File: config.mk
export PLATFORM = sky130hd
export DESIGN_NAME = bus_monitor_capture_irq
export DESIGN_NICKNAME = d
export VERILOG_FILES = /design/src/hdl/bus_monitor_pkg.sv /design/src/hdl/bus_monitor_capture_irq.sv
export SDC_FILE = /design/constraint.sdc
export NUM_CORES = 1
export LEC_CHECK = 0
export BUFFER_PORTS_ARGS = -buffer_cell sky130_fd_sc_hd__buf_2
export CELL_PAD_IN_SITES_DETAIL_PLACEMENT = 0
export CELL_PAD_IN_SITES_GLOBAL_PLACEMENT = 1
export CORE_MARGIN = 5
export CORE_UTILIZATION = 39
export DETAILED_ROUTE_END_ITERATION = 8
export PLACE_DENSITY_LB_ADDON = 0.1
export SYNTH_ARGS = -nofsm -noshare
export SYNTH_HDL_FRONTEND = slang
export SYNTH_SLANG_ARGS = --single-unit
File: constraint.sdc
create_clock -name aclk -period 2.4 [get_ports aclk]
set_input_delay 0.48 -clock aclk [delete_from_list [all_inputs] [get_ports aclk]]
set_output_delay 0.48 -clock aclk [all_outputs]
set_load 0.05 [all_outputs]
File: src/hdl/bus_monitor_pkg.sv
// Register map, field layout, timing counts and carriers of the bus monitor core
package bus_monitor_pkg;
    localparam int REG_IDX_W = 5;
    localparam logic [4:0] IDX_CONTROL = 5'h00;
    localparam logic [4:0] IDX_STATUS = 5'h01;
    localparam logic [4:0] IDX_CUR_BLOCK = 5'h02;
    localparam logic [4:0] IDX_CUR_CMD = 5'h05;
    localparam logic [4:0] IDX_HP_ENABLE = 5'h07;
    localparam logic [4:0] IDX_HP_STATUS = 5'h08;
    localparam logic [4:0] IDX_STD_ENABLE = 5'h09;
    localparam logic [4:0] IDX_TERM_ADDR = 5'h0A;
    localparam logic [4:0] IDX_SELF_TEST = 5'h0B;
    localparam logic [4:0] IDX_SOFT_RESET = 5'h0C;
    localparam logic [4:0] IDX_MON_CTRL = 5'h0E;
    localparam logic [4:0] IDX_FILTER_LOW = 5'h10;
    localparam logic [4:0] IDX_FILTER_HIGH = 5'h11;
    localparam logic [4:0] IDX_SELF_TEST_RESULT = 5'h12;
    localparam int AXI_ADDR_W = 7;
    localparam logic [1:0] RESP_OKAY = 2'h0;
    localparam logic [1:0] RESP_SLVERR = 2'h2;
    localparam int CTRL_START_BIT = 0;
    localparam int CTRL_MODE_SEL_BIT = 10;
    localparam logic [15:0] CTRL_RW_MASK = 16'h1980;
    localparam logic [15:0] HP_EN_MASK = 16'h013B;
    localparam logic [15:0] STD_EN_MASK = 16'h0003;
    localparam logic [15:0] MON_CTRL_MASK = 16'hE000;
    localparam int HP_OVERRUN = 8;
    localparam int HP_SUBSYS = 5;
    localparam int HP_END_TEST = 4;
    localparam int HP_TEST_FAIL = 3;
    localparam int HP_MSG_ERR = 1;
    localparam int HP_STD = 0;
    localparam int STD_MSG_ERR = 1;
    localparam int STD_BLOCK = 0;
    localparam int MON_SELECT = 15;
    localparam int MON_ALL = 14;
    localparam int MON_SELECTED = 13;
    localparam int TA_MODE_SEL = 8;
    localparam int TA_LOCK = 7;
    localparam logic [15:0] BLK_CMD1 = 16'h0001;
    localparam logic [15:0] BLK_DPTR = 16'h0003;
    localparam logic [15:0] BLK_STAT1 = 16'h0004;
    localparam logic [15:0] BLK_TAIL = 16'h0006;
    localparam int CLK_PERIOD_NS = 25;
    localparam int TICK_US = 64;
    localparam int TICK_CYCLES = TICK_US * 1000 / CLK_PERIOD_NS;
    localparam int SELF_TEST_US = 100;
    localparam int SELF_TEST_CYCLES = SELF_TEST_US * 1000 / CLK_PERIOD_NS;
    localparam int SOFT_RESET_US = 1;
    localparam int SOFT_RESET_CYCLES = SOFT_RESET_US * 1000 / CLK_PERIOD_NS;
    localparam int PULSE_NS = 320;
    localparam int PULSE_CYCLES = (PULSE_NS + CLK_PERIOD_NS - 1) / CLK_PERIOD_NS;
    localparam logic [1:0] KIND_CMD = 2'h0;
    localparam logic [1:0] KIND_STATUS = 2'h1;
    localparam logic [1:0] KIND_DATA = 2'h2;
    localparam logic [1:0] KIND_END = 2'h3;
    typedef struct packed {
        logic [1:0] kind;
        logic first;
        logic bus_a;
        logic error;
        logic [15:0] value;
    } bus_word_s;
    typedef struct packed {
        logic write;
        logic [15:0] addr;
        logic [15:0] wdata;
    } mem_req_s;
    typedef enum logic [5:0] {
        S_IDLE = 6'b000001,
        S_DPTR = 6'b000010,
        S_WORD = 6'b000100,
        S_HOLD = 6'b001000,
        S_CS = 6'b010000,
        S_TAIL = 6'b100000
    } cap_state_e;
endpackage

File: src/hdl/bus_monitor_capture_irq.sv
// Monitor capture engine, interrupt registers and AXI4-Lite register slave
//
// Decided for this implementation: register access over AXI4-Lite.
`timescale 1ns/100ps
module bus_monitor_capture_irq (
    input wire logic aclk,
    input wire logic aresetn,
    input wire logic ce,
    input wire logic [bus_monitor_pkg::AXI_ADDR_W-1:0] s_axi_awaddr,
    input wire logic s_axi_awvalid,
    output logic s_axi_awready,
    input wire logic [31:0] s_axi_wdata,
    input wire logic [3:0] s_axi_wstrb,
    input wire logic s_axi_wvalid,
    output logic s_axi_wready,
    output logic [1:0] s_axi_bresp,
    output logic s_axi_bvalid,
    input wire logic s_axi_bready,
    input wire logic [bus_monitor_pkg::AXI_ADDR_W-1:0] s_axi_araddr,
    input wire logic s_axi_arvalid,
    output logic s_axi_arready,
    output logic [31:0] s_axi_rdata,
    output logic [1:0] s_axi_rresp,
    output logic s_axi_rvalid,
    input wire logic s_axi_rready,
    input wire bus_monitor_pkg::bus_word_s word_in,
    input wire logic word_valid,
    output logic word_ready,
    output bus_monitor_pkg::mem_req_s mem_req,
    output logic mem_req_valid,
    input wire logic mem_ack,
    input wire logic [15:0] mem_rdata,
    input wire logic data_overrun,
    input wire logic mode_lock_pin,
    input wire logic subsystem_fail_pin,
    input wire logic self_test_fault_pin,
    output logic std_irq_level_out,
    output logic std_irq_pulse_out,
    output logic high_prio_irq_out
);
    import bus_monitor_pkg::*;

    // Pin synchronisers
    logic [2:0] pin_meta_reg;
    logic [2:0] pin_sync_reg;
    logic subsys_prev_reg;
    wire lock_sync = pin_sync_reg[0];
    wire subsys_sync = pin_sync_reg[1];
    wire fault_sync = pin_sync_reg[2];

    // Registers
    logic [15:0] control_reg;
    logic start_en_reg;
    logic ctrl_written_reg;
    logic [15:0] hp_enable_reg;
    logic [15:0] hp_status_reg;
    logic [15:0] std_enable_reg;
    logic [15:0] mon_ctrl_reg;
    logic [15:0] filter_low_reg;
    logic [15:0] filter_high_reg;
    logic [15:0] cur_block_reg;
    logic [15:0] cur_cmd_reg;
    logic [15:0] test_result_reg;
    logic [11:0] test_cnt_reg;
    logic [5:0] prst_cnt_reg;
    logic [3:0] pulse_cnt_reg;
    logic [11:0] tick_cnt_reg;
    logic [7:0] tag_cnt_reg;
    logic [7:0] tag_last_reg;
    logic [7:0] tag_reg;

    // Capture engine state
    cap_state_e state_reg;
    bus_word_s hold_reg;
    logic skip_reg;
    logic msg_err_reg;
    logic bus_a_reg;
    logic [15:0] dptr_reg;
    logic [5:0] data_cnt_reg;
    logic cmd_cnt_reg;
    logic stat_cnt_reg;

    // AXI slave state
    logic aw_full_reg;
    logic w_full_reg;
    logic [REG_IDX_W-1:0] aw_idx_reg;
    logic [15:0] w_data_reg;
    logic [1:0] w_strb_reg;
    logic bvalid_reg;
    logic [1:0] bresp_reg;
    logic rvalid_reg;
    logic [31:0] rdata_reg;
    logic [1:0] rresp_reg;

    wire prst_active = prst_cnt_reg != 6'h00;
    wire test_active = test_cnt_reg != 12'h000;
    wire monitor_mode = mon_ctrl_reg[MON_SELECT] & ~control_reg[CTRL_MODE_SEL_BIT];
    wire monitor_active = monitor_mode & start_en_reg & ~prst_active;

    // Register write decode
    wire do_write = aw_full_reg & w_full_reg & ~bvalid_reg & ce;
    wire [15:0] wmask = {{8{w_strb_reg[1]}}, {8{w_strb_reg[0]}}};
    wire [15:0] wbits = w_data_reg & wmask;
    wire wr_control = do_write & (aw_idx_reg == IDX_CONTROL);
    wire ctrl_open = ~(lock_sync & ctrl_written_reg);
    wire wr_control_ok = wr_control & ctrl_open;
    wire wr_cur_block = do_write & (aw_idx_reg == IDX_CUR_BLOCK);
    wire wr_hp_enable = do_write & (aw_idx_reg == IDX_HP_ENABLE);
    wire wr_hp_status = do_write & (aw_idx_reg == IDX_HP_STATUS);
    wire wr_std_enable = do_write & (aw_idx_reg == IDX_STD_ENABLE);
    wire wr_mon_ctrl = do_write & (aw_idx_reg == IDX_MON_CTRL);
    wire wr_filter_low = do_write & (aw_idx_reg == IDX_FILTER_LOW);
    wire wr_filter_high = do_write & (aw_idx_reg == IDX_FILTER_HIGH);
    wire start_test = do_write & (aw_idx_reg == IDX_SELF_TEST) & (wbits != 16'h0000);
    wire start_prst = do_write & (aw_idx_reg == IDX_SOFT_RESET) & (wbits != 16'h0000);
    wire wr_ro = (aw_idx_reg == IDX_STATUS) | (aw_idx_reg == IDX_CUR_CMD) |
        (aw_idx_reg == IDX_TERM_ADDR) | (aw_idx_reg == IDX_SELF_TEST_RESULT);
    wire wr_mapped = wr_ro | (aw_idx_reg == IDX_CONTROL) | (aw_idx_reg == IDX_CUR_BLOCK) |
        (aw_idx_reg == IDX_HP_ENABLE) | (aw_idx_reg == IDX_HP_STATUS) |
        (aw_idx_reg == IDX_STD_ENABLE) | (aw_idx_reg == IDX_MON_CTRL) |
        (aw_idx_reg == IDX_FILTER_LOW) | (aw_idx_reg == IDX_FILTER_HIGH) |
        (aw_idx_reg == IDX_SELF_TEST) | (aw_idx_reg == IDX_SOFT_RESET);

    // Register read decode
    wire [REG_IDX_W-1:0] ar_idx = s_axi_araddr[REG_IDX_W+1:2];
    wire [15:0] status_word = {monitor_active, test_active, prst_active,
        control_reg[CTRL_MODE_SEL_BIT], bus_a_reg, subsys_sync, 10'h000};
    wire [15:0] term_addr_word = {7'h00, monitor_mode, lock_sync, 7'h00};
    logic [15:0] rd_value;
    logic rd_hit;
    always_comb begin
        rd_hit = 1'b1;
        case (ar_idx)
            IDX_CONTROL: rd_value = control_reg & CTRL_RW_MASK;
            IDX_STATUS: rd_value = status_word;
            IDX_CUR_BLOCK: rd_value = cur_block_reg;
            IDX_CUR_CMD: rd_value = cur_cmd_reg;
            IDX_HP_ENABLE: rd_value = hp_enable_reg;
            IDX_HP_STATUS: rd_value = hp_status_reg;
            IDX_STD_ENABLE: rd_value = std_enable_reg;
            IDX_TERM_ADDR: rd_value = term_addr_word;
            IDX_MON_CTRL: rd_value = mon_ctrl_reg;
            IDX_FILTER_LOW: rd_value = filter_low_reg;
            IDX_FILTER_HIGH: rd_value = filter_high_reg;
            IDX_SELF_TEST_RESULT: rd_value = test_result_reg;
            IDX_SELF_TEST, IDX_SOFT_RESET: rd_value = 16'h0000;
            default: begin
                rd_value = 16'h0000;
                rd_hit = 1'b0;
            end
        endcase
    end

    // AXI handshakes
    assign s_axi_awready = ce & ~aw_full_reg & ~bvalid_reg;
    assign s_axi_wready = ce & ~w_full_reg & ~bvalid_reg;
    assign s_axi_arready = ce & ~rvalid_reg;
    assign s_axi_bvalid = bvalid_reg;
    assign s_axi_bresp = bresp_reg;
    assign s_axi_rvalid = rvalid_reg;
    assign s_axi_rdata = rdata_reg;
    assign s_axi_rresp = rresp_reg;

    always_ff @(posedge aclk) begin
        if (!aresetn) begin
            aw_full_reg <= 1'b0;
            w_full_reg <= 1'b0;
            aw_idx_reg <= '0;
            w_data_reg <= 16'h0000;
            w_strb_reg <= 2'h0;
            bvalid_reg <= 1'b0;
            bresp_reg <= RESP_OKAY;
            rvalid_reg <= 1'b0;
            rdata_reg <= 32'h0000_0000;
            rresp_reg <= RESP_OKAY;
        end else if (ce) begin
            if (s_axi_awvalid && s_axi_awready) begin
                aw_full_reg <= 1'b1;
                aw_idx_reg <= s_axi_awaddr[REG_IDX_W+1:2];
            end
            if (s_axi_wvalid && s_axi_wready) begin
                w_full_reg <= 1'b1;
                w_data_reg <= s_axi_wdata[15:0];
                w_strb_reg <= s_axi_wstrb[1:0];
            end
            if (do_write) begin
                aw_full_reg <= 1'b0;
                w_full_reg <= 1'b0;
                bvalid_reg <= 1'b1;
                bresp_reg <= wr_mapped ? RESP_OKAY : RESP_SLVERR;
            end else if (bvalid_reg && s_axi_bready) begin
                bvalid_reg <= 1'b0;
            end
            if (s_axi_arvalid && s_axi_arready) begin
                rvalid_reg <= 1'b1;
                rdata_reg <= {16'h0000, rd_value};
                rresp_reg <= rd_hit ? RESP_OKAY : RESP_SLVERR;
            end else if (rvalid_reg && s_axi_rready) begin
                rvalid_reg <= 1'b0;
            end
        end
    end

    // Capture decision from the command word's terminal address
    wire [4:0] cmd_rt = word_in.value[15:11];
    wire [31:0] filter_all = {filter_high_reg, filter_low_reg};
    wire chan_ok = word_in.bus_a ? control_reg[7] : control_reg[8];
    wire rt_wanted = mon_ctrl_reg[MON_ALL] |
        (mon_ctrl_reg[MON_SELECTED] & filter_all[cmd_rt]);
    wire take_word = word_valid & word_ready;
    wire msg_start = take_word & (word_in.kind == KIND_CMD) & word_in.first;
    wire capture = msg_start & monitor_active & chan_ok & rt_wanted;

    // Memory request selection
    wire [15:0] word_addr = (hold_reg.kind == KIND_DATA) ? dptr_reg + {10'h000, data_cnt_reg} :
        (hold_reg.kind == KIND_STATUS) ? cur_block_reg + BLK_STAT1 + {15'h0000, stat_cnt_reg} :
        cur_block_reg + BLK_CMD1 + {15'h0000, cmd_cnt_reg};
    wire std_blk_evt = std_enable_reg[STD_BLOCK];
    wire [15:0] cs_word = {1'b1, msg_err_reg, std_blk_evt, bus_a_reg, 4'h0,
        tag_reg};
    wire [15:0] req_addr = (state_reg == S_DPTR) ? cur_block_reg + BLK_DPTR :
        (state_reg == S_TAIL) ? cur_block_reg + BLK_TAIL :
        (state_reg == S_CS) ? cur_block_reg : word_addr;
    wire req_write = (state_reg == S_WORD) | (state_reg == S_CS);
    assign mem_req_valid = (state_reg == S_DPTR) | (state_reg == S_WORD) |
        (state_reg == S_CS) | (state_reg == S_TAIL);
    assign mem_req = '{write: req_write, addr: req_addr,
        wdata: (state_reg == S_CS) ? cs_word : hold_reg.value};
    assign word_ready = ce & ~prst_active & ((state_reg == S_IDLE) | (state_reg == S_HOLD));
    wire mem_done = ce & mem_req_valid & mem_ack;
    wire block_done = mem_done & (state_reg == S_CS);

    // Interrupt events
    wire err_evt = block_done & msg_err_reg;
    wire std_evt = (block_done & std_blk_evt) |
        (err_evt & std_enable_reg[STD_MSG_ERR]);
    wire test_done = ce & (test_cnt_reg == 12'h001);
    wire test_fail = fault_sync;
    wire [15:0] hp_raw = {7'h00, data_overrun, 2'h0, subsys_sync & ~subsys_prev_reg,
        test_done, test_done & test_fail, 1'b0, err_evt, std_evt};
    wire [15:0] hp_set = hp_raw & hp_enable_reg;
    wire [15:0] hp_clr = wr_hp_status ? wbits : 16'h0000;
    assign std_irq_level_out = hp_status_reg[HP_STD];
    assign std_irq_pulse_out = pulse_cnt_reg != 4'h0;
    assign high_prio_irq_out = |(hp_status_reg & HP_EN_MASK & ~16'h0001);

    always_ff @(posedge aclk) begin
        if (!aresetn) begin
            pin_meta_reg <= 3'h0;
            pin_sync_reg <= 3'h0;
            subsys_prev_reg <= 1'b0;
            hp_enable_reg <= 16'h0000;
            std_enable_reg <= 16'h0000;
            mon_ctrl_reg <= 16'h0000;
            control_reg <= 16'h0000;
            cur_block_reg <= 16'h0000;
            hp_status_reg <= 16'h0000;
            pulse_cnt_reg <= 4'h0;
            test_cnt_reg <= 12'h000;
            test_result_reg <= 16'h0000;
            prst_cnt_reg <= 6'h00;
            tick_cnt_reg <= 12'h000;
            tag_cnt_reg <= 8'h00;
        end else if (ce) begin
            pin_meta_reg <= {self_test_fault_pin, subsystem_fail_pin, mode_lock_pin};
            pin_sync_reg <= pin_meta_reg;
            subsys_prev_reg <= subsys_sync;
            if (wr_hp_enable) begin
                hp_enable_reg <= ((hp_enable_reg & ~wmask) | wbits) & HP_EN_MASK;
            end
            if (wr_std_enable) begin
                std_enable_reg <= ((std_enable_reg & ~wmask) | wbits) & STD_EN_MASK;
            end
            if (wr_mon_ctrl) begin
                mon_ctrl_reg <= ((mon_ctrl_reg & ~wmask) | wbits) & MON_CTRL_MASK;
            end
            if (wr_control_ok) begin
                control_reg <= ((control_reg & ~wmask) | wbits) & (CTRL_RW_MASK | 16'h0400);
            end
            if (block_done && mem_ack) begin
                cur_block_reg <= cur_block_reg;
            end
            if (state_reg == S_TAIL && mem_done) begin
                cur_block_reg <= mem_rdata;
            end else if (wr_cur_block) begin
                cur_block_reg <= (cur_block_reg & ~wmask) | wbits;
            end
            if (prst_active) begin
                hp_status_reg <= 16'h0000;
            end else begin
                hp_status_reg <= (hp_status_reg & ~hp_clr) | hp_set;
            end
            if (std_evt) begin
                pulse_cnt_reg <= 4'(PULSE_CYCLES);
            end else if (pulse_cnt_reg != 4'h0) begin
                pulse_cnt_reg <= pulse_cnt_reg - 4'h1;
            end
            if (start_test && !test_active) begin
                test_cnt_reg <= 12'(SELF_TEST_CYCLES);
            end else if (test_active) begin
                test_cnt_reg <= test_cnt_reg - 12'h001;
            end
            if (test_done) begin
                test_result_reg <= {15'h0000, test_fail};
            end
            if (start_prst) begin
                prst_cnt_reg <= 6'(SOFT_RESET_CYCLES);
            end else if (prst_active) begin
                prst_cnt_reg <= prst_cnt_reg - 6'h01;
            end
            if (tick_cnt_reg == 12'(TICK_CYCLES - 1)) begin
                tick_cnt_reg <= 12'h000;
                tag_cnt_reg <= tag_cnt_reg + 8'h01;
            end else begin
                tick_cnt_reg <= tick_cnt_reg + 12'h001;
            end
        end
    end

    // Registers cleared by programmed reset
    always_ff @(posedge aclk) begin
        if (!aresetn) begin
            start_en_reg <= 1'b0;
            ctrl_written_reg <= 1'b0;
            filter_low_reg <= 16'h0000;
            filter_high_reg <= 16'h0000;
        end else if (ce) begin
            if (prst_active) begin
                start_en_reg <= 1'b0;
                ctrl_written_reg <= 1'b0;
                filter_low_reg <= 16'h0000;
                filter_high_reg <= 16'h0000;
            end else begin
                if (wr_control_ok) begin
                    start_en_reg <= wbits[CTRL_START_BIT];
                end
                if (wr_control) begin
                    ctrl_written_reg <= 1'b1;
                end
                if (wr_filter_low) begin
                    filter_low_reg <= (filter_low_reg & ~wmask) | wbits;
                end
                if (wr_filter_high) begin
                    filter_high_reg <= (filter_high_reg & ~wmask) | wbits;
                end
            end
        end
    end

    // Capture engine
    always_ff @(posedge aclk) begin
        if (!aresetn) begin
            state_reg <= S_IDLE;
            hold_reg <= '0;
            skip_reg <= 1'b0;
            msg_err_reg <= 1'b0;
            bus_a_reg <= 1'b0;
            dptr_reg <= 16'h0000;
            data_cnt_reg <= 6'h00;
            cmd_cnt_reg <= 1'b0;
            stat_cnt_reg <= 1'b0;
            cur_cmd_reg <= 16'h0000;
            tag_last_reg <= 8'h00;
            tag_reg <= 8'h00;
        end else if (ce) begin
            if (msg_start) begin
                tag_reg <= tag_cnt_reg - tag_last_reg;
                tag_last_reg <= tag_cnt_reg;
                cur_cmd_reg <= word_in.value;
            end
            if (prst_active) begin
                state_reg <= S_IDLE;
                skip_reg <= 1'b0;
            end else begin
                case (state_reg)
                    S_IDLE: begin
                        if (capture) begin
                            hold_reg <= word_in;
                            bus_a_reg <= word_in.bus_a;
                            msg_err_reg <= word_in.error;
                            data_cnt_reg <= 6'h00;
                            cmd_cnt_reg <= 1'b0;
                            stat_cnt_reg <= 1'b0;
                            skip_reg <= 1'b0;
                            state_reg <= S_DPTR;
                        end else if (take_word) begin
                            skip_reg <= msg_start | (skip_reg & (word_in.kind != KIND_END));
                        end
                    end
                    S_DPTR: begin
                        if (mem_done) begin
                            dptr_reg <= mem_rdata;
                            state_reg <= S_WORD;
                        end
                    end
                    S_WORD: begin
                        if (mem_done) begin
                            case (hold_reg.kind)
                                KIND_DATA: data_cnt_reg <= data_cnt_reg + 6'h01;
                                KIND_STATUS: stat_cnt_reg <= 1'b1;
                                default: cmd_cnt_reg <= 1'b1;
                            endcase
                            state_reg <= S_HOLD;
                        end
                    end
                    S_HOLD: begin
                        if (take_word) begin
                            msg_err_reg <= msg_err_reg | word_in.error;
                            hold_reg <= word_in;
                            state_reg <= (word_in.kind == KIND_END) ? S_CS : S_WORD;
                        end
                    end
                    S_CS: begin
                        if (mem_done) begin
                            state_reg <= S_TAIL;
                        end
                    end
                    S_TAIL: begin
                        if (mem_done) begin
                            state_reg <= S_IDLE;
                        end
                    end
                    default: state_reg <= S_IDLE;
                endcase
            end
        end
    end
endmodule

==> report_table.html, run 1 <==
<table>
<tr><th>Metric</th><th>Value</th></tr>
<tr><th colspan="2">Status</th></tr>
<tr><td>Status</td><td>finished with violations</td></tr>
<tr><td>Violations in the final reports</td><td>negative setup slack</td></tr>
<tr><th colspan="2">STA</th></tr>
<tr><td>Unrepaired setup endpoints after global routing</td><td>yes</td></tr>
<tr><td>Highest clock rate</td><td>approximately 310 MHz</td></tr>
<tr><td>Hold Slack</td><td>roughly 0.13 ns</td></tr>
<tr><td>Post-Route Skew</td><td>approximately 0.014 ns</td></tr>
<tr><td>Setup tns final</td><td>-18.44 ns</td></tr>
<tr><td>Final critical path time including I/O delays and setup</td><td>between 3 and 4 ns</td></tr>
<tr><td>Final Setup Violations</td><td>59</td></tr>
<tr><td>Crit path setup slack, layout</td><td>-0.843 ns</td></tr>
<tr><td>Final hold violations</td><td>0</td></tr>
<tr><td>Final period util</td><td>1.35</td></tr>
<tr><td>Relative slew slack</td><td>0.600</td></tr>
<tr><td>Count of pins over their slew limit</td><td>0</td></tr>
<tr><td>Tightest Pin Transition</td><td>approximately 0.60 ns</td></tr>
<tr><th colspan="2">Power and ir drop</th></tr>
<tr><td>Total power consumption of the routed design</td><td>0.0128 W</td></tr>
<tr><td>Total power divided by cell area</td><td>approximately 630 mW/mm^2</td></tr>
<tr><td>Leakage power</td><td>8.08 nW</td></tr>
<tr><td>Worst vdd rail ir drop</td><td>between 0.5 and 0.6 mV</td></tr>
<tr><th colspan="2">Floorplan</th></tr>
<tr><td>Initial cell density of the core</td><td>0.394</td></tr>
<tr><td>Boundary pin count</td><td>between 150 and 200</td></tr>
<tr><td>Chip Height</td><td>around 200 um</td></tr>
<tr><td>Die area</td><td>0.0399 mm^2</td></tr>
<tr><td>Die Width</td><td>approximately 200 um</td></tr>
<tr><td>Cell Rows</td><td>69</td></tr>
<tr><td>Area of the core</td><td>0.0356 mm^2</td></tr>
<tr><th colspan="2">Layout</th></tr>
<tr><td>Proportion of layout cells with a drive suffix above 1</td><td>0.335</td></tr>
<tr><td>Signed area change from the synthesized netlist to the final layout</td><td>43.7%</td></tr>
<tr><td>Highest-count cells in the layout ignoring fill and taps</td><td>sky130_fd_sc_hd__buf_4 (286), sky130_fd_sc_hd__nor2_1 (248), sky130_fd_sc_hd__nand2_1 (244), sky130_fd_sc_hd__dfxtp_1 (227), sky130_fd_sc_hd__a21oi_1 (156)</td></tr>
<tr><td>Number of filler cells placed in the layout</td><td>~3300</td></tr>
<tr><td>Final core occ</td><td>0.567</td></tr>
<tr><td>Final-stage net count</td><td>roughly 2300</td></tr>
<tr><td>Post-Layout Inst Area</td><td>0.0202 mm^2</td></tr>
<tr><td>Most common cell after layout, fill and taps aside</td><td>sky130_fd_sc_hd__buf_4</td></tr>
<tr><th colspan="2">Routing</th></tr>
<tr><td>1st-pass router iterations</td><td>7</td></tr>
<tr><td>ANT nets after route</td><td>0</td></tr>
<tr><td>Remaining DRCs</td><td>0</td></tr>
<tr><td>DR iter-0 viols</td><td>approximately 950</td></tr>
<tr><td>DRT Wirelength</td><td>roughly 55000 um</td></tr>
<tr><td>Routed WL per cell</td><td>~21 um</td></tr>
<tr><td>Vias per Instance</td><td>~5.5</td></tr>
<tr><td>Routed via count</td><td>14600</td></tr>
<tr><th colspan="2">GRT</th></tr>
<tr><td>Vias in the first global route</td><td>14200</td></tr>
<tr><td>Maximum number of pins on one net before global-route repair</td><td>approximately 110</td></tr>
<tr><td>Wire length of the first global-routing pass</td><td>82700 um</td></tr>
<tr><td>GRT overflow</td><td>0</td></tr>
<tr><td>Total global routing track utilization</td><td>0.265</td></tr>
<tr><td>Number of antenna violations at the first check in global routing</td><td>4</td></tr>
<tr><th colspan="2">Clock tree</th></tr>
<tr><td>Sinks on the clock net</td><td>about 260</td></tr>
<tr><td>Clock tree root buffer cell</td><td>sky130_fd_sc_hd__clkbuf_16</td></tr>
<tr><td>Count of H-tree levels built during CTS</td><td>1</td></tr>
<tr><td>Worst-path clk slew</td><td>0.06 ns</td></tr>
<tr><td>Worst-skew pair later-pin latency</td><td>approximately 0.6 ns</td></tr>
<tr><td>CTS tree</td><td>yes</td></tr>
<tr><td>Total clock buffers created by CTS</td><td>31</td></tr>
<tr><td>Maximum buffer depth of the clock tree</td><td>3</td></tr>
<tr><th colspan="2">Synthesis</th></tr>
<tr><td>Top cell type's share of synthesized area</td><td>0.370</td></tr>
<tr><td>Dominant synthesized flop cell</td><td>sky130_fd_sc_hd__dfxtp_1</td></tr>
<tr><td>Total number of yosys warnings</td><td>0</td></tr>
<tr><td>Share of flip-flops with an asynchronous set or reset after synthesis</td><td>0</td></tr>
<tr><td>Cells taking the most area after synthesis</td><td>sky130_fd_sc_hd__dfxtp_1 (37%), sky130_fd_sc_hd__nand2_1 (7.3%), sky130_fd_sc_hd__nor2_1 (7.0%)</td></tr>
<tr><td>Count of flip-flops with a built-in enable after synthesis</td><td>0</td></tr>
<tr><td>Synth Register Bits</td><td>around 260</td></tr>
<tr><td>Cell taking the most area after synthesis</td><td>sky130_fd_sc_hd__dfxtp_1</td></tr>
<tr><td>Portion of the post-synthesis area used by sequential elements</td><td>0.370</td></tr>
<tr><td>Summed instance area of the synthesized netlist</td><td>0.0140 mm^2</td></tr>
<tr><td>Avg Cell Area, Syn</td><td>a little under 8 um^2</td></tr>
<tr><td>Number of distinct library cells after synthesis</td><td>slightly above 80</td></tr>
<tr><td>Number of standard cells after synthesis</td><td>about 1800</td></tr>
<tr><th colspan="2">Place</th></tr>
<tr><td>Area after DPL</td><td>about 0.017 mm^2</td></tr>
<tr><td>Routability Congestion</td><td>~0.95</td></tr>
<tr><td>Count of port buffers added during placement</td><td>between 100 and 150</td></tr>
<tr><td>Total half-perimeter wirelength after legalization and detailed placement</td><td>slightly above 40000 um</td></tr>
<tr><th colspan="2">Worst setup path</th></tr>
<tr><td>Worst path required time</td><td>1.92 ns</td></tr>
<tr><td>Reg2Reg Depth</td><td>10</td></tr>
<tr><td>Crit path launch type</td><td>flip-flop</td></tr>
<tr><td>Endpoint type of the worst setup path</td><td>output pin</td></tr>
<tr><td>Type of the setup path with the least slack</td><td>reg -&gt; out</td></tr>
<tr><td>Critical path peak fanout</td><td>4</td></tr>
<tr><td>Worst EP arrival</td><td>around 2.8 ns</td></tr>
<tr><th colspan="2">Worst hold path</th></tr>
<tr><td>Worst min-delay path category</td><td>in -&gt; reg</td></tr>
<tr><td>Hold depth</td><td>3</td></tr>
<tr><th colspan="2">Job</th></tr>
<tr><td>Max-cap violations</td><td>0</td></tr>
</table>
## synthesized netlist by cell type, drive strengths merged (19+ instances only)
library cell / n
nand2: 271
a22oi: 21
nand3: 33
a21oi: 171
nor3: 36
a32oi: 36
buf: 36
nor4: 21
ha: 32
xnor2: 32
a211oi: 29
inv: 40
clkbuf: 104
nor2: 261
dfxtp: 259
mux2i: 65
xor2: 28
nand4: 19
o21ai: 53
## where the power goes
group	leakage [nW]	internal, W	switching, W
sequential	2.11	0.00450	0.000173
clock	0.553	0.00311	0.00195
combinational	5.42	0.00127	0.00175
## area by class of cell
class / count / area, um^2 / share of cell area
timing repair buffer: 478 / 4000 / 0.198
tap: 461 / 577 / 0.0286
antenna: 2 / 5.00 / 0.000248
multi-input combinational: 1366 / 9070 / 0.450
clock inverter: 12 / 179 / 0.00887
clock buffer: 45 / 928 / 0.0460
inverter: 40 / 158 / 0.00782
sequential: 259 / 5240 / 0.260
## cell families (layout without fill, tap and decap cells)
family,Yosys count,in the layout,share of synthesized area
xor+xnor,60,60,0.0375
simple gates,755,755,0.247
other cells,1,20,0.000267
compound gates,422,422,0.195
buf+inv,180,575,0.0562
mux,77,77,0.0624
flops,259,259,0.370
fa+ha+maj,34,34,0.0314
## critical path: stages, from the launching register on
cell                      delay [ns]
sky130_fd_sc_hd__dfxtp_4        0.38
sky130_fd_sc_hd__inv_4          0.04
sky130_fd_sc_hd__ha_4           0.15
sky130_fd_sc_hd__inv_2          0.06
sky130_fd_sc_hd__ha_4           0.12
sky130_fd_sc_hd__nor2_2         0.04
sky130_fd_sc_hd__or4_4          0.60
sky130_fd_sc_hd__inv_2          0.09
sky130_fd_sc_hd__a21oi_2        0.06
sky130_fd_sc_hd__o311a_1        0.33
sky130_fd_sc_hd__a21oi_4        0.15
sky130_fd_sc_hd__buf_12         0.15
## per-layer routing
| metal | track usage | vias to the layer above | wire, um |
|---|---|---|---|
| li1 | - | 7090 | - |
| met1 | 0.338 | 6937 | 23500 |
| met2 | 0.454 | 423 | 26600 |
| met3 | 0.0437 | 108 | 3030 |
| met4 | 0.0961 | 4 | 2190 |
| met5 | 0 | - | 14 |
## through the flow
step | instances | setup WS, ns
CTS | 2646 | -0.853
global placement | 2547 | -0.462
floorplan | 1805 | -0.363
global route | 2663 | -0.966
detailed placement | 2547 | -0.495
finish | 2663 | -0.843
## what timing repair did
item                                    in CTS  in global routing
pin swaps                                   54                 84
hold buffers                                 0                  0
cloned                                       4                  3
endpoints found under the setup margin      60                 72
setup buffers                               40                 17
resized for setup                          192                131
## worst paths after layout
path / startpoint / end / slack [ns]
hold / removal: s_axi_wdata[1] / w_data_reg[1]$_SDFFE_PN0P_ / 0.13
hold reg to reg: hp_status_reg[2]$_SDFFE_PN0P_ / hp_status_reg[2]$_SDFFE_PN0P_ / 0.45
setup reg to reg: state_reg[3]$_SDFFE_PN0P_ / hold_reg[3]$_SDFFE_PN0P_ / -0.10
setup / recovery: flip-flop / mem_req[30] / -0.84
(Power assumes the default switching activity.)
==> run 2, diff against run 1 <==
Settings changed: ABC_AREA set to 1, CAP_MARGIN set to 20, CORE_UTILIZATION 39 to 38.
==> run 2 against run 1 <==
Effect of this change:
- fmax is 0.86% lower
- register-to-register slack better by 0.11 ns
- synthesized cell count is 18% higher
- die area is 3.8% higher
- the flow still finishes with violations (negative setup slack)
- critical path type unchanged
==> report_table.html, run 2 <==
<table>
<tr><th>Metric</th><th>Value</th></tr>
<tr><th colspan="2">Status</th></tr>
<tr><td>Status</td><td>finished with violations</td></tr>
<tr><td>Violations in the final reports</td><td>negative setup slack</td></tr>
<tr><th colspan="2">Synthesis</th></tr>
<tr><td>Most common library cells after synthesis</td><td>sky130_fd_sc_hd__nand2_1 (389), sky130_fd_sc_hd__dfxtp_1 (259), sky130_fd_sc_hd__a21oi_1 (242)</td></tr>
<tr><td>Top cell type's share of synthesized area</td><td>0.365 (-0.00504)</td></tr>
<tr><td>Number of standard cells after synthesis</td><td>2107 (+18%)</td></tr>
<tr><td>Share of flip-flops with an asynchronous set or reset after synthesis</td><td>0 (unchanged)</td></tr>
<tr><td>Synth Register Bits</td><td>259 (unchanged)</td></tr>
<tr><td>Most common cell in the netlist</td><td>sky130_fd_sc_hd__nand2_1</td></tr>
<tr><td>Summed instance area of the synthesized netlist</td><td>0.0142 mm^2 (+1.4%)</td></tr>
<tr><td>Dominant synthesized flop cell</td><td>sky130_fd_sc_hd__dfxtp_1</td></tr>
<tr><td>Cell taking the most area after synthesis</td><td>sky130_fd_sc_hd__dfxtp_1</td></tr>
<tr><td>Portion of the post-synthesis area used by sequential elements</td><td>0.365 (-0.00504)</td></tr>
<tr><td>Total number of yosys warnings</td><td>0 (unchanged)</td></tr>
<tr><td>Count of flip-flops with a built-in enable after synthesis</td><td>0 (unchanged)</td></tr>
<tr><td>Number of distinct library cells after synthesis</td><td>58 (-30%)</td></tr>
<tr><td>Avg Cell Area, Syn</td><td>6.75 um^2 (-14%)</td></tr>
<tr><td>Cells taking the most area after synthesis</td><td>sky130_fd_sc_hd__dfxtp_1 (36%), sky130_fd_sc_hd__nand2_1 (10%), sky130_fd_sc_hd__a21oi_1 (8.5%)</td></tr>
<tr><th colspan="2">Clock tree</th></tr>
<tr><td>CTS tree</td><td>yes</td></tr>
<tr><td>Worst-path clk slew</td><td>0.06 ns (about the same)</td></tr>
<tr><td>Sinks on the clock net</td><td>259 (unchanged)</td></tr>
<tr><td>Clock tree root buffer cell</td><td>sky130_fd_sc_hd__clkbuf_16</td></tr>
<tr><td>Worst-skew pair later-pin latency</td><td>0.59 ns (about the same)</td></tr>
<tr><td>Total clock buffers created by CTS</td><td>31 (unchanged)</td></tr>
<tr><td>Count of H-tree levels built during CTS</td><td>1 (unchanged)</td></tr>
<tr><td>Maximum buffer depth of the clock tree</td><td>3 (unchanged)</td></tr>
<tr><th colspan="2">Layout</th></tr>
<tr><td>Signed area change from the synthesized netlist to the final layout</td><td>37.9%</td></tr>
<tr><td>Final-stage net count</td><td>2576 (+11%)</td></tr>
<tr><td>Most common cell after layout, fill and taps aside</td><td>sky130_fd_sc_hd__nand2_1</td></tr>
<tr><td>Proportion of layout cells with a drive suffix above 1</td><td>0.272 (-0.0635)</td></tr>
<tr><td>Highest-count cells in the layout ignoring fill and taps</td><td>sky130_fd_sc_hd__nand2_1 (352), sky130_fd_sc_hd__dfxtp_1 (245), sky130_fd_sc_hd__nor2_1 (224), sky130_fd_sc_hd__a21oi_1 (221), sky130_fd_sc_hd__buf_4 (211)</td></tr>
<tr><td>Fin cells</td><td>2934 (+10%)</td></tr>
<tr><td>Number of filler cells placed in the layout</td><td>3698 (+11%)</td></tr>
<tr><th colspan="2">Worst setup path</th></tr>
<tr><td>Worst setup slack for register-to-register paths</td><td>0.01 ns (+0.11 ns)</td></tr>
<tr><td>Worst EP arrival</td><td>2.79 ns (+0.03 ns)</td></tr>
<tr><td>R2R Path End</td><td>hold_reg[8]$_SDFFE_PN0P_</td></tr>
<tr><td>Reg2Reg Depth</td><td>16 (+6)</td></tr>
<tr><td>Worst path required time</td><td>1.92 ns (about the same)</td></tr>
<tr><td>Crit path launch type</td><td>flip-flop</td></tr>
<tr><td>Endpoint type of the worst setup path</td><td>output pin</td></tr>
<tr><td>Critical path peak fanout</td><td>3 (-1)</td></tr>
<tr><td>Type of the setup path with the least slack</td><td>reg -&gt; out</td></tr>
<tr><td>FF-to-FF Start</td><td>prst_cnt_reg[0]$_SDFFE_PN0P_</td></tr>
<tr><th colspan="2">Place</th></tr>
<tr><td>Routability Congestion</td><td>1.00 (+5.3%)</td></tr>
<tr><td>Cell count after placement</td><td>2839 (+11%)</td></tr>
<tr><td>Total half-perimeter wirelength after legalization and detailed placement</td><td>43000 um (+4.4%)</td></tr>
<tr><td>Count of port buffers added during placement</td><td>139 (unchanged)</td></tr>
<tr><th colspan="2">Floorplan</th></tr>
<tr><td>Boundary pin count</td><td>180 (unchanged)</td></tr>
<tr><td>Chip Height</td><td>203 um (+1.9%)</td></tr>
<tr><td>Area of the core</td><td>0.0368 mm^2 (+3.4%)</td></tr>
<tr><td>Initial cell density of the core</td><td>0.387 (-0.00777)</td></tr>
<tr><td>Die Width</td><td>203 um (+1.9%)</td></tr>
<tr><td>Cell Rows</td><td>70 (+1.4%)</td></tr>
<tr><td>Die area</td><td>0.0414 mm^2 (+3.8%)</td></tr>
<tr><th colspan="2">GRT</th></tr>
<tr><td>Number of antenna violations at the first check in global routing</td><td>2 (-2)</td></tr>
<tr><td>Vias in the first global route</td><td>14600 (+2.9%)</td></tr>
<tr><td>Maximum number of pins on one net before global-route repair</td><td>80 (-25%)</td></tr>
<tr><td>Total global routing track utilization</td><td>0.260 (-0.00510)</td></tr>
<tr><td>Wire length of the first global-routing pass</td><td>85100 um (+2.9%)</td></tr>
<tr><td>GRT overflow</td><td>0 (unchanged)</td></tr>
<tr><th colspan="2">STA</th></tr>
<tr><td>Count of pins over their slew limit</td><td>0 (unchanged)</td></tr>
<tr><td>Final period util</td><td>1.36 (+0.0117)</td></tr>
<tr><td>Tightest Pin Transition</td><td>0.578 ns (-0.0202 ns)</td></tr>
<tr><td>Final critical path time including I/O delays and setup</td><td>3.27 ns (+0.0280 ns)</td></tr>
<tr><td>Post-Route Skew</td><td>0.0183 ns (+0.00422 ns)</td></tr>
<tr><td>Relative slew slack</td><td>0.611 (+0.0113)</td></tr>
<tr><td>Hold Slack</td><td>0.131 ns (+0.00227 ns)</td></tr>
<tr><td>Crit path setup slack, layout</td><td>-0.871 ns (-0.0280 ns)</td></tr>
<tr><td>Final Setup Violations</td><td>32 (-46%)</td></tr>
<tr><td>Unrepaired setup endpoints after global routing</td><td>yes</td></tr>
<tr><td>Highest clock rate</td><td>306 MHz (-0.86%)</td></tr>
<tr><td>Final hold violations</td><td>0 (unchanged)</td></tr>
<tr><th colspan="2">Worst hold path</th></tr>
<tr><td>Hold wc startpoint</td><td>subsystem_fail_pin</td></tr>
<tr><td>Endpoint of the worst hold path</td><td>pin_meta_reg[1]$_SDFFE_PN0P_</td></tr>
<tr><td>Worst min-delay path category</td><td>in -&gt; reg</td></tr>
<tr><td>Hold depth</td><td>3 (unchanged)</td></tr>
<tr><th colspan="2">Power and ir drop</th></tr>
<tr><td>Share of power burned in the clock network</td><td>0.305 (-0.092)</td></tr>
<tr><td>Relative contribution of sequential cells to total power</td><td>0.318 (-0.048)</td></tr>
<tr><td>Total power divided by cell area</td><td>815 mW/mm^2 (+29%)</td></tr>
<tr><td>Internal power summed over all cells</td><td>0.00993 W (+12%)</td></tr>
<tr><td>Switching power total</td><td>0.00606 W (+56%)</td></tr>
<tr><td>Comb power frac</td><td>0.377 (+0.140)</td></tr>
<tr><td>Leakage power</td><td>8.43 nW (+4.3%)</td></tr>
<tr><td>Worst vdd rail ir drop</td><td>0.452 mV (-21%)</td></tr>
<tr><td>Sw Ratio</td><td>0.379 (+0.0750)</td></tr>
<tr><th colspan="2">Routing</th></tr>
<tr><td>ANT nets after route</td><td>0 (unchanged)</td></tr>
<tr><td>1st-pass router iterations</td><td>5 (-2)</td></tr>
<tr><td>Routed WL per cell</td><td>19.4 um (-6.4%)</td></tr>
<tr><td>DR iter-0 viols</td><td>1169 (+24%)</td></tr>
<tr><td>Routed via count</td><td>15500 (+6.6%)</td></tr>
<tr><td>Remaining DRCs</td><td>0 (unchanged)</td></tr>
<tr><td>DRT Wirelength</td><td>57000 um (+3.1%)</td></tr>
<tr><td>Vias per Instance</td><td>5.29 (-3.3%)</td></tr>
<tr><th colspan="2">Job</th></tr>
<tr><td>Max-cap violations</td><td>0 (unchanged)</td></tr>
</table>
## run 2: logic make-up after synthesis
logic type                 synth area share
xor gates and xnor gates             0.0234
DFF                                   0.365
other                              0.000264
buffers and inverters                0.0983
adders and majority gates            0.0310
and+or+nand+nor                       0.262
AOI/OAI and AO/OA                     0.221
## run 2: repair_timing
item,CTS,global route
gates cloned,4,3
setup buffers,20,15
pin swaps,26,32
setup endpoints to repair,48,110
endpoints found under the hold margin,0,0
resized for setup,177,135
hold buffers,0,0
## run 2: through the flow
step / area (um^2) / util / total power, W / setup WS [ns] / setup TNS [ns]
5_1_grt: 19600 / 0.533 / 0.0168 / -0.959 / -16.43
4_1_cts: 19000 / 0.516 / 0.0156 / -0.869 / -13.41
3_5_place_dp: 17100 / 0.464 / 0.0103 / -0.431 / -6.21
2_1_floorplan: 14500 / - / 0.00849 / -0.168 / -2.19
6_report: 19600 / 0.533 / 0.0160 / -0.871 / -12.71
3_3_place_gp: 17100 / 0.464 / 0.0103 / -0.437 / -5.47
## run 2: worst max path at each step
stage	start	end
6_report	dptr_reg[0]$_SDFFE_PN0P_	mem_req[24]
5_1_grt	dptr_reg[0]$_SDFFE_PN0P_	mem_req[24]
4_1_cts	dptr_reg[0]$_SDFFE_PN0P_	mem_req[24]
3_5_place_dp	dptr_reg[1]$_SDFFE_PN0P_	mem_req[27]
3_3_place_gp	dptr_reg[1]$_SDFFE_PN0P_	mem_req[27]
2_1_floorplan	state_reg[2]$_SDFFE_PN0P_	mem_req[0]
## run 2: final cells by class
class / instances / area [um^2] / share of cell area
multi-input combinational: 1528 / 8620 / 0.440
sequential: 259 / 5200 / 0.265
timing repair buffer: 391 / 3260 / 0.166
inverter: 230 / 883 / 0.0451
clock buffer: 43 / 871 / 0.0444
tap: 468 / 586 / 0.0299
clock inverter: 13 / 175 / 0.00893
antenna: 2 / 5.00 / 0.000255
## run 2: worst max-delay path: stages (launching register included)
cell	delay [ns]
sky130_fd_sc_hd__dfxtp_2	0.33
sky130_fd_sc_hd__ha_4	0.16
sky130_fd_sc_hd__fa_2	0.34
sky130_fd_sc_hd__nand3_2	0.07
sky130_fd_sc_hd__nand2_2	0.06
sky130_fd_sc_hd__nand2_1	0.07
sky130_fd_sc_hd__nand2_2	0.06
sky130_fd_sc_hd__a21oi_4	0.20
sky130_fd_sc_hd__nor2_2	0.08
sky130_fd_sc_hd__buf_6	0.12
sky130_fd_sc_hd__a21oi_2	0.11
sky130_fd_sc_hd__o21ai_1	0.07
sky130_fd_sc_hd__nand3_1	0.12
sky130_fd_sc_hd__o2111ai_2	0.13
sky130_fd_sc_hd__o21ai_4	0.11
sky130_fd_sc_hd__buf_12	0.16
## run 2: power by group through the flow
stage	clock [W]	combinational, W	sequential [W]
6_report	0.00488	0.00603	0.00508
3_3_place_gp	0	0.00516	0.00512
3_5_place_dp	0	0.00520	0.00513
5_1_grt	0.00517	0.00651	0.00512
4_1_cts	0.00498	0.00556	0.00506
2_1_floorplan	0	0.00344	0.00505
## run 2: routing by layer
metal	GRT usage	vias up	routed length (um)
met4	0.0877	0	2220
met2	0.436	496	27000
met3	0.0342	101	3500
met1	0.348	7244	24200
met5	0	-	0
li1	-	7680	-
==> run 3, diff against run 2 <==
Settings changed: PLACE_DENSITY_LB_ADDON 0.1 to 0.12.
==> run 3 against run 2 <==
Effect of this change:
- the run still ends with negative setup slack left
- sequential share of layout area fell by 0.82 points
- global-route usage rose by 0.48 points
- setup slack got worse by 0.0061 ns
- routed wire length rose by 2.2%
- sequential power barely moved
- largest cell class unchanged
- highest routed layer unchanged
==> report_table.html, run 3 (synthesis gave the netlist of run 2 again) <==
<table>
<tr><th>Metric</th><th>Value</th></tr>
<tr><th colspan="2">Status</th></tr>
<tr><td>Status</td><td>finished with violations</td></tr>
<tr><td>Violations in the final reports</td><td>negative setup slack</td></tr>
<tr><th colspan="2">Worst setup path</th></tr>
<tr><td>Endpoint type of the worst setup path</td><td>output pin</td></tr>
<tr><td>Critical path's top delay family</td><td>compound AO/OA/AOI/OAI gates</td></tr>
<tr><td>Maximum single-stage delay on the critical path</td><td>0.36 ns (+0.02 ns)</td></tr>
<tr><td>Critical Path Most Common Cell</td><td>sky130_fd_sc_hd__nand2_2</td></tr>
<tr><td>Crit path launch type</td><td>flip-flop</td></tr>
<tr><td>Crit path max-delay cell type</td><td>sky130_fd_sc_hd__fa_2</td></tr>
<tr><td>Worst setup slack for register-to-register paths</td><td>-0.18 ns (-0.19 ns)</td></tr>
<tr><td>Reg2Reg Depth</td><td>19 (+3)</td></tr>
<tr><td>Type of the setup path with the least slack</td><td>reg -&gt; out</td></tr>
<tr><td>Worst path required time</td><td>1.92 ns (about the same)</td></tr>
<tr><td>Worst EP arrival</td><td>2.80 ns (about the same)</td></tr>
<tr><td>Buffers plus inverters on the worst setup path</td><td>2 (unchanged)</td></tr>
<tr><td>Critical path peak fanout</td><td>3 (unchanged)</td></tr>
<tr><td>Cell-by-cell listing of the critical path</td><td>ha_4, fa_2, nand3_2, nand2_2, nand2_2, nand2_2, a21oi_4, nor2_2, buf_4, a21oi_2, o21ai_1, nand3_1, o2111ai_2, o21ai_4, buf_12</td></tr>
<tr><td>FF-to-FF Start</td><td>state_reg[0]$_SDFFE_PN1P_</td></tr>
<tr><th colspan="2">Worst hold path</th></tr>
<tr><td>Worst min-delay path category</td><td>in -&gt; reg</td></tr>
<tr><td>Hold depth</td><td>3 (unchanged)</td></tr>
<tr><td>Endpoint of the worst hold path</td><td>pin_meta_reg[2]$_SDFFE_PN0P_</td></tr>
<tr><td>Hold wc startpoint</td><td>self_test_fault_pin</td></tr>
<tr><th colspan="2">STA</th></tr>
<tr><td>Final period util</td><td>1.37 (+0.00255)</td></tr>
<tr><td>Final Setup Violations</td><td>66 (+110%)</td></tr>
<tr><td>Unrepaired setup endpoints after global routing</td><td>yes</td></tr>
<tr><td>Crit path setup slack, layout</td><td>-0.877 ns (-0.00613 ns)</td></tr>
<tr><td>Final critical path time including I/O delays and setup</td><td>3.28 ns (+0.00613 ns)</td></tr>
<tr><td>Count of pins over their slew limit</td><td>0 (unchanged)</td></tr>
<tr><td>Setup tns final</td><td>-18.15 ns (-5.45 ns)</td></tr>
<tr><td>Post-Route Skew</td><td>0.0188 ns (+0.000514 ns)</td></tr>
<tr><td>Tightest Pin Transition</td><td>0.676 ns (+0.0973 ns)</td></tr>
<tr><td>Highest clock rate</td><td>305 MHz (-0.19%)</td></tr>
<tr><td>Relative slew slack</td><td>0.548 (-0.0633)</td></tr>
<tr><td>Final hold violations</td><td>0 (unchanged)</td></tr>
<tr><th colspan="2">Clock tree</th></tr>
<tr><td>Clock tree root buffer cell</td><td>sky130_fd_sc_hd__clkbuf_16</td></tr>
<tr><td>Total clock buffers created by CTS</td><td>30 (-3.2%)</td></tr>
<tr><td>Count of H-tree levels built during CTS</td><td>1 (unchanged)</td></tr>
<tr><td>Worst-skew pair later-pin latency</td><td>0.58 ns (about the same)</td></tr>
<tr><td>Worst-path clk slew</td><td>0.06 ns (about the same)</td></tr>
<tr><td>Maximum buffer depth of the clock tree</td><td>3 (unchanged)</td></tr>
<tr><td>Sinks on the clock net</td><td>259 (unchanged)</td></tr>
<tr><td>CTS tree</td><td>yes</td></tr>
<tr><th colspan="2">GRT</th></tr>
<tr><td>Maximum number of pins on one net before global-route repair</td><td>64 (-20%)</td></tr>
<tr><td>Wire length of the first global-routing pass</td><td>86900 um (+2.1%)</td></tr>
<tr><td>Number of antenna violations at the first check in global routing</td><td>0 (-2)</td></tr>
<tr><td>Vias in the first global route</td><td>15000 (+2.5%)</td></tr>
<tr><td>Total global routing track utilization</td><td>0.265 (+0.00477)</td></tr>
<tr><td>GRT overflow</td><td>0 (unchanged)</td></tr>
<tr><th colspan="2">Floorplan</th></tr>
<tr><td>Die Width</td><td>203 um (unchanged)</td></tr>
<tr><td>Chip Height</td><td>203 um (unchanged)</td></tr>
<tr><td>Boundary pin count</td><td>180 (unchanged)</td></tr>
<tr><td>Die area</td><td>0.0414 mm^2 (unchanged)</td></tr>
<tr><td>Cell Rows</td><td>70 (unchanged)</td></tr>
<tr><td>Area of the core</td><td>0.0368 mm^2 (unchanged)</td></tr>
<tr><td>Initial cell density of the core</td><td>0.387 (unchanged)</td></tr>
<tr><th colspan="2">Layout</th></tr>
<tr><td>Highest-count cells in the layout ignoring fill and taps</td><td>sky130_fd_sc_hd__nand2_1 (347), sky130_fd_sc_hd__dfxtp_1 (243), sky130_fd_sc_hd__nor2_1 (222), sky130_fd_sc_hd__buf_4 (214), sky130_fd_sc_hd__a21oi_1 (202)</td></tr>
<tr><td>Antenna diode count</td><td>0 (-2)</td></tr>
<tr><td>Most common cell after layout, fill and taps aside</td><td>sky130_fd_sc_hd__nand2_1</td></tr>
<tr><td>Signed area change from the synthesized netlist to the final layout</td><td>42.4%</td></tr>
<tr><td>Post-Layout Inst Area</td><td>0.0203 mm^2 (+3.3%)</td></tr>
<tr><td>Proportion of layout cells with a drive suffix above 1</td><td>0.295 (+0.0233)</td></tr>
<tr><td>Final-stage net count</td><td>2604 (+1.1%)</td></tr>
<tr><th colspan="2">Routing</th></tr>
<tr><td>Routed via count</td><td>15700 (+1.4%)</td></tr>
<tr><td>ANT nets after route</td><td>0 (unchanged)</td></tr>
<tr><td>DR iter-0 viols</td><td>1248 (+6.8%)</td></tr>
<tr><td>1st-pass router iterations</td><td>5 (unchanged)</td></tr>
<tr><td>DRT Wirelength</td><td>58300 um (+2.2%)</td></tr>
<tr><td>Routed WL per cell</td><td>19.7 um (+1.4%)</td></tr>
<tr><td>Remaining DRCs</td><td>0 (unchanged)</td></tr>
<tr><td>Vias per Instance</td><td>5.32 (+0.55%)</td></tr>
<tr><th colspan="2">Place</th></tr>
<tr><td>Routability Congestion</td><td>0.947 (-5.7%)</td></tr>
<tr><td>Count of port buffers added during placement</td><td>139 (unchanged)</td></tr>
<tr><td>Total half-perimeter wirelength after legalization and detailed placement</td><td>44000 um (+2.4%)</td></tr>
<tr><td>Area after DPL</td><td>0.0172 mm^2 (+0.75%)</td></tr>
<tr><th colspan="2">Power and ir drop</th></tr>
<tr><td>Total power divided by cell area</td><td>799 mW/mm^2 (-2.0%)</td></tr>
<tr><td>Leakage power</td><td>8.59 nW (+1.9%)</td></tr>
<tr><td>Total power consumption of the routed design</td><td>0.0162 W (+1.2%)</td></tr>
<tr><td>Worst vdd rail ir drop</td><td>0.643 mV (+42%)</td></tr>
<tr><th colspan="2">Job</th></tr>
<tr><td>Max-cap violations</td><td>0 (unchanged)</td></tr>
</table>
## run 3: repair_timing
action | in CTS | in global routing
hold buffers | 0 | 0
buffers inserted | 26 | 25
pin swaps | 42 | 64
endpoints found under the setup margin | 57 | 82
cloned | 4 | 7
gates resized for setup | 211 | 221
## run 3: how the worst max path moves through the flow
stage	startpoint	to	slack (ns)	cells past startpoint
after CTS	dptr_reg[0]$_SDFFE_PN0P_	mem_req[30]	-0.88	15
after global placement	dptr_reg[2]$_SDFFE_PN0P_	mem_req[27]	-0.44	15
after floorplan	state_reg[2]$_SDFFE_PN0P_	mem_req[0]	-0.17	6
after global routing	dptr_reg[0]$_SDFFE_PN0P_	mem_req[24]	-1.0	15
after detailed placement	dptr_reg[2]$_SDFFE_PN0P_	mem_req[27]	-0.46	15
final	dptr_reg[0]$_SDFFE_PN0P_	mem_req[24]	-0.88	15
## run 3: final cells by class
class                   count  area (um^2)
fillers                  3599        16500
multi-input cells        1528         8910
flip-flops and latches    259         5210
repair buffers            417         3620
inverters                 230          910
clock buffers              44          873
well taps                 468          586
clock inverters             9          114
repair inverters            3         31.3
## run 3: power breakdown
group          internal (W)  total, W  switching, W
sequential          0.00472   0.00506      0.000340
clock               0.00272   0.00462       0.00190
combinational       0.00253   0.00650       0.00397
total               0.00997    0.0162       0.00621
## run 3: metal layers
layer | track usage | share of wire | vias up
met4 | 0.0889 | 0.045 | 0
met1 | 0.358 | 0.44 | 7385
met2 | 0.444 | 0.47 | 483
met3 | 0.0286 | 0.049 | 127
met5 | 0 | 0 | -
li1 | - | - | 7739
## run 3: per-stage QoR
step	util	std cells	hold WS [ns]	worst slack, ns
floorplan	-	2124	0.403	-0.168
detailed placement	0.468	2853	0.421	-0.457
global placement	0.468	2853	0.416	-0.442
finish	0.551	2958	0.134	-0.877
CTS	0.522	2934	0.113	-0.881
global route	0.551	2958	0.146	-0.997
## run 3: worst register-to-register path, delay by kind of cell (launching register included)
family | cells | cell delay, ns
compound gates | 3 | 0.36
buf+inv | 8 | 0.81
flops | 1 | 0.36
simple gates | 8 | 0.99
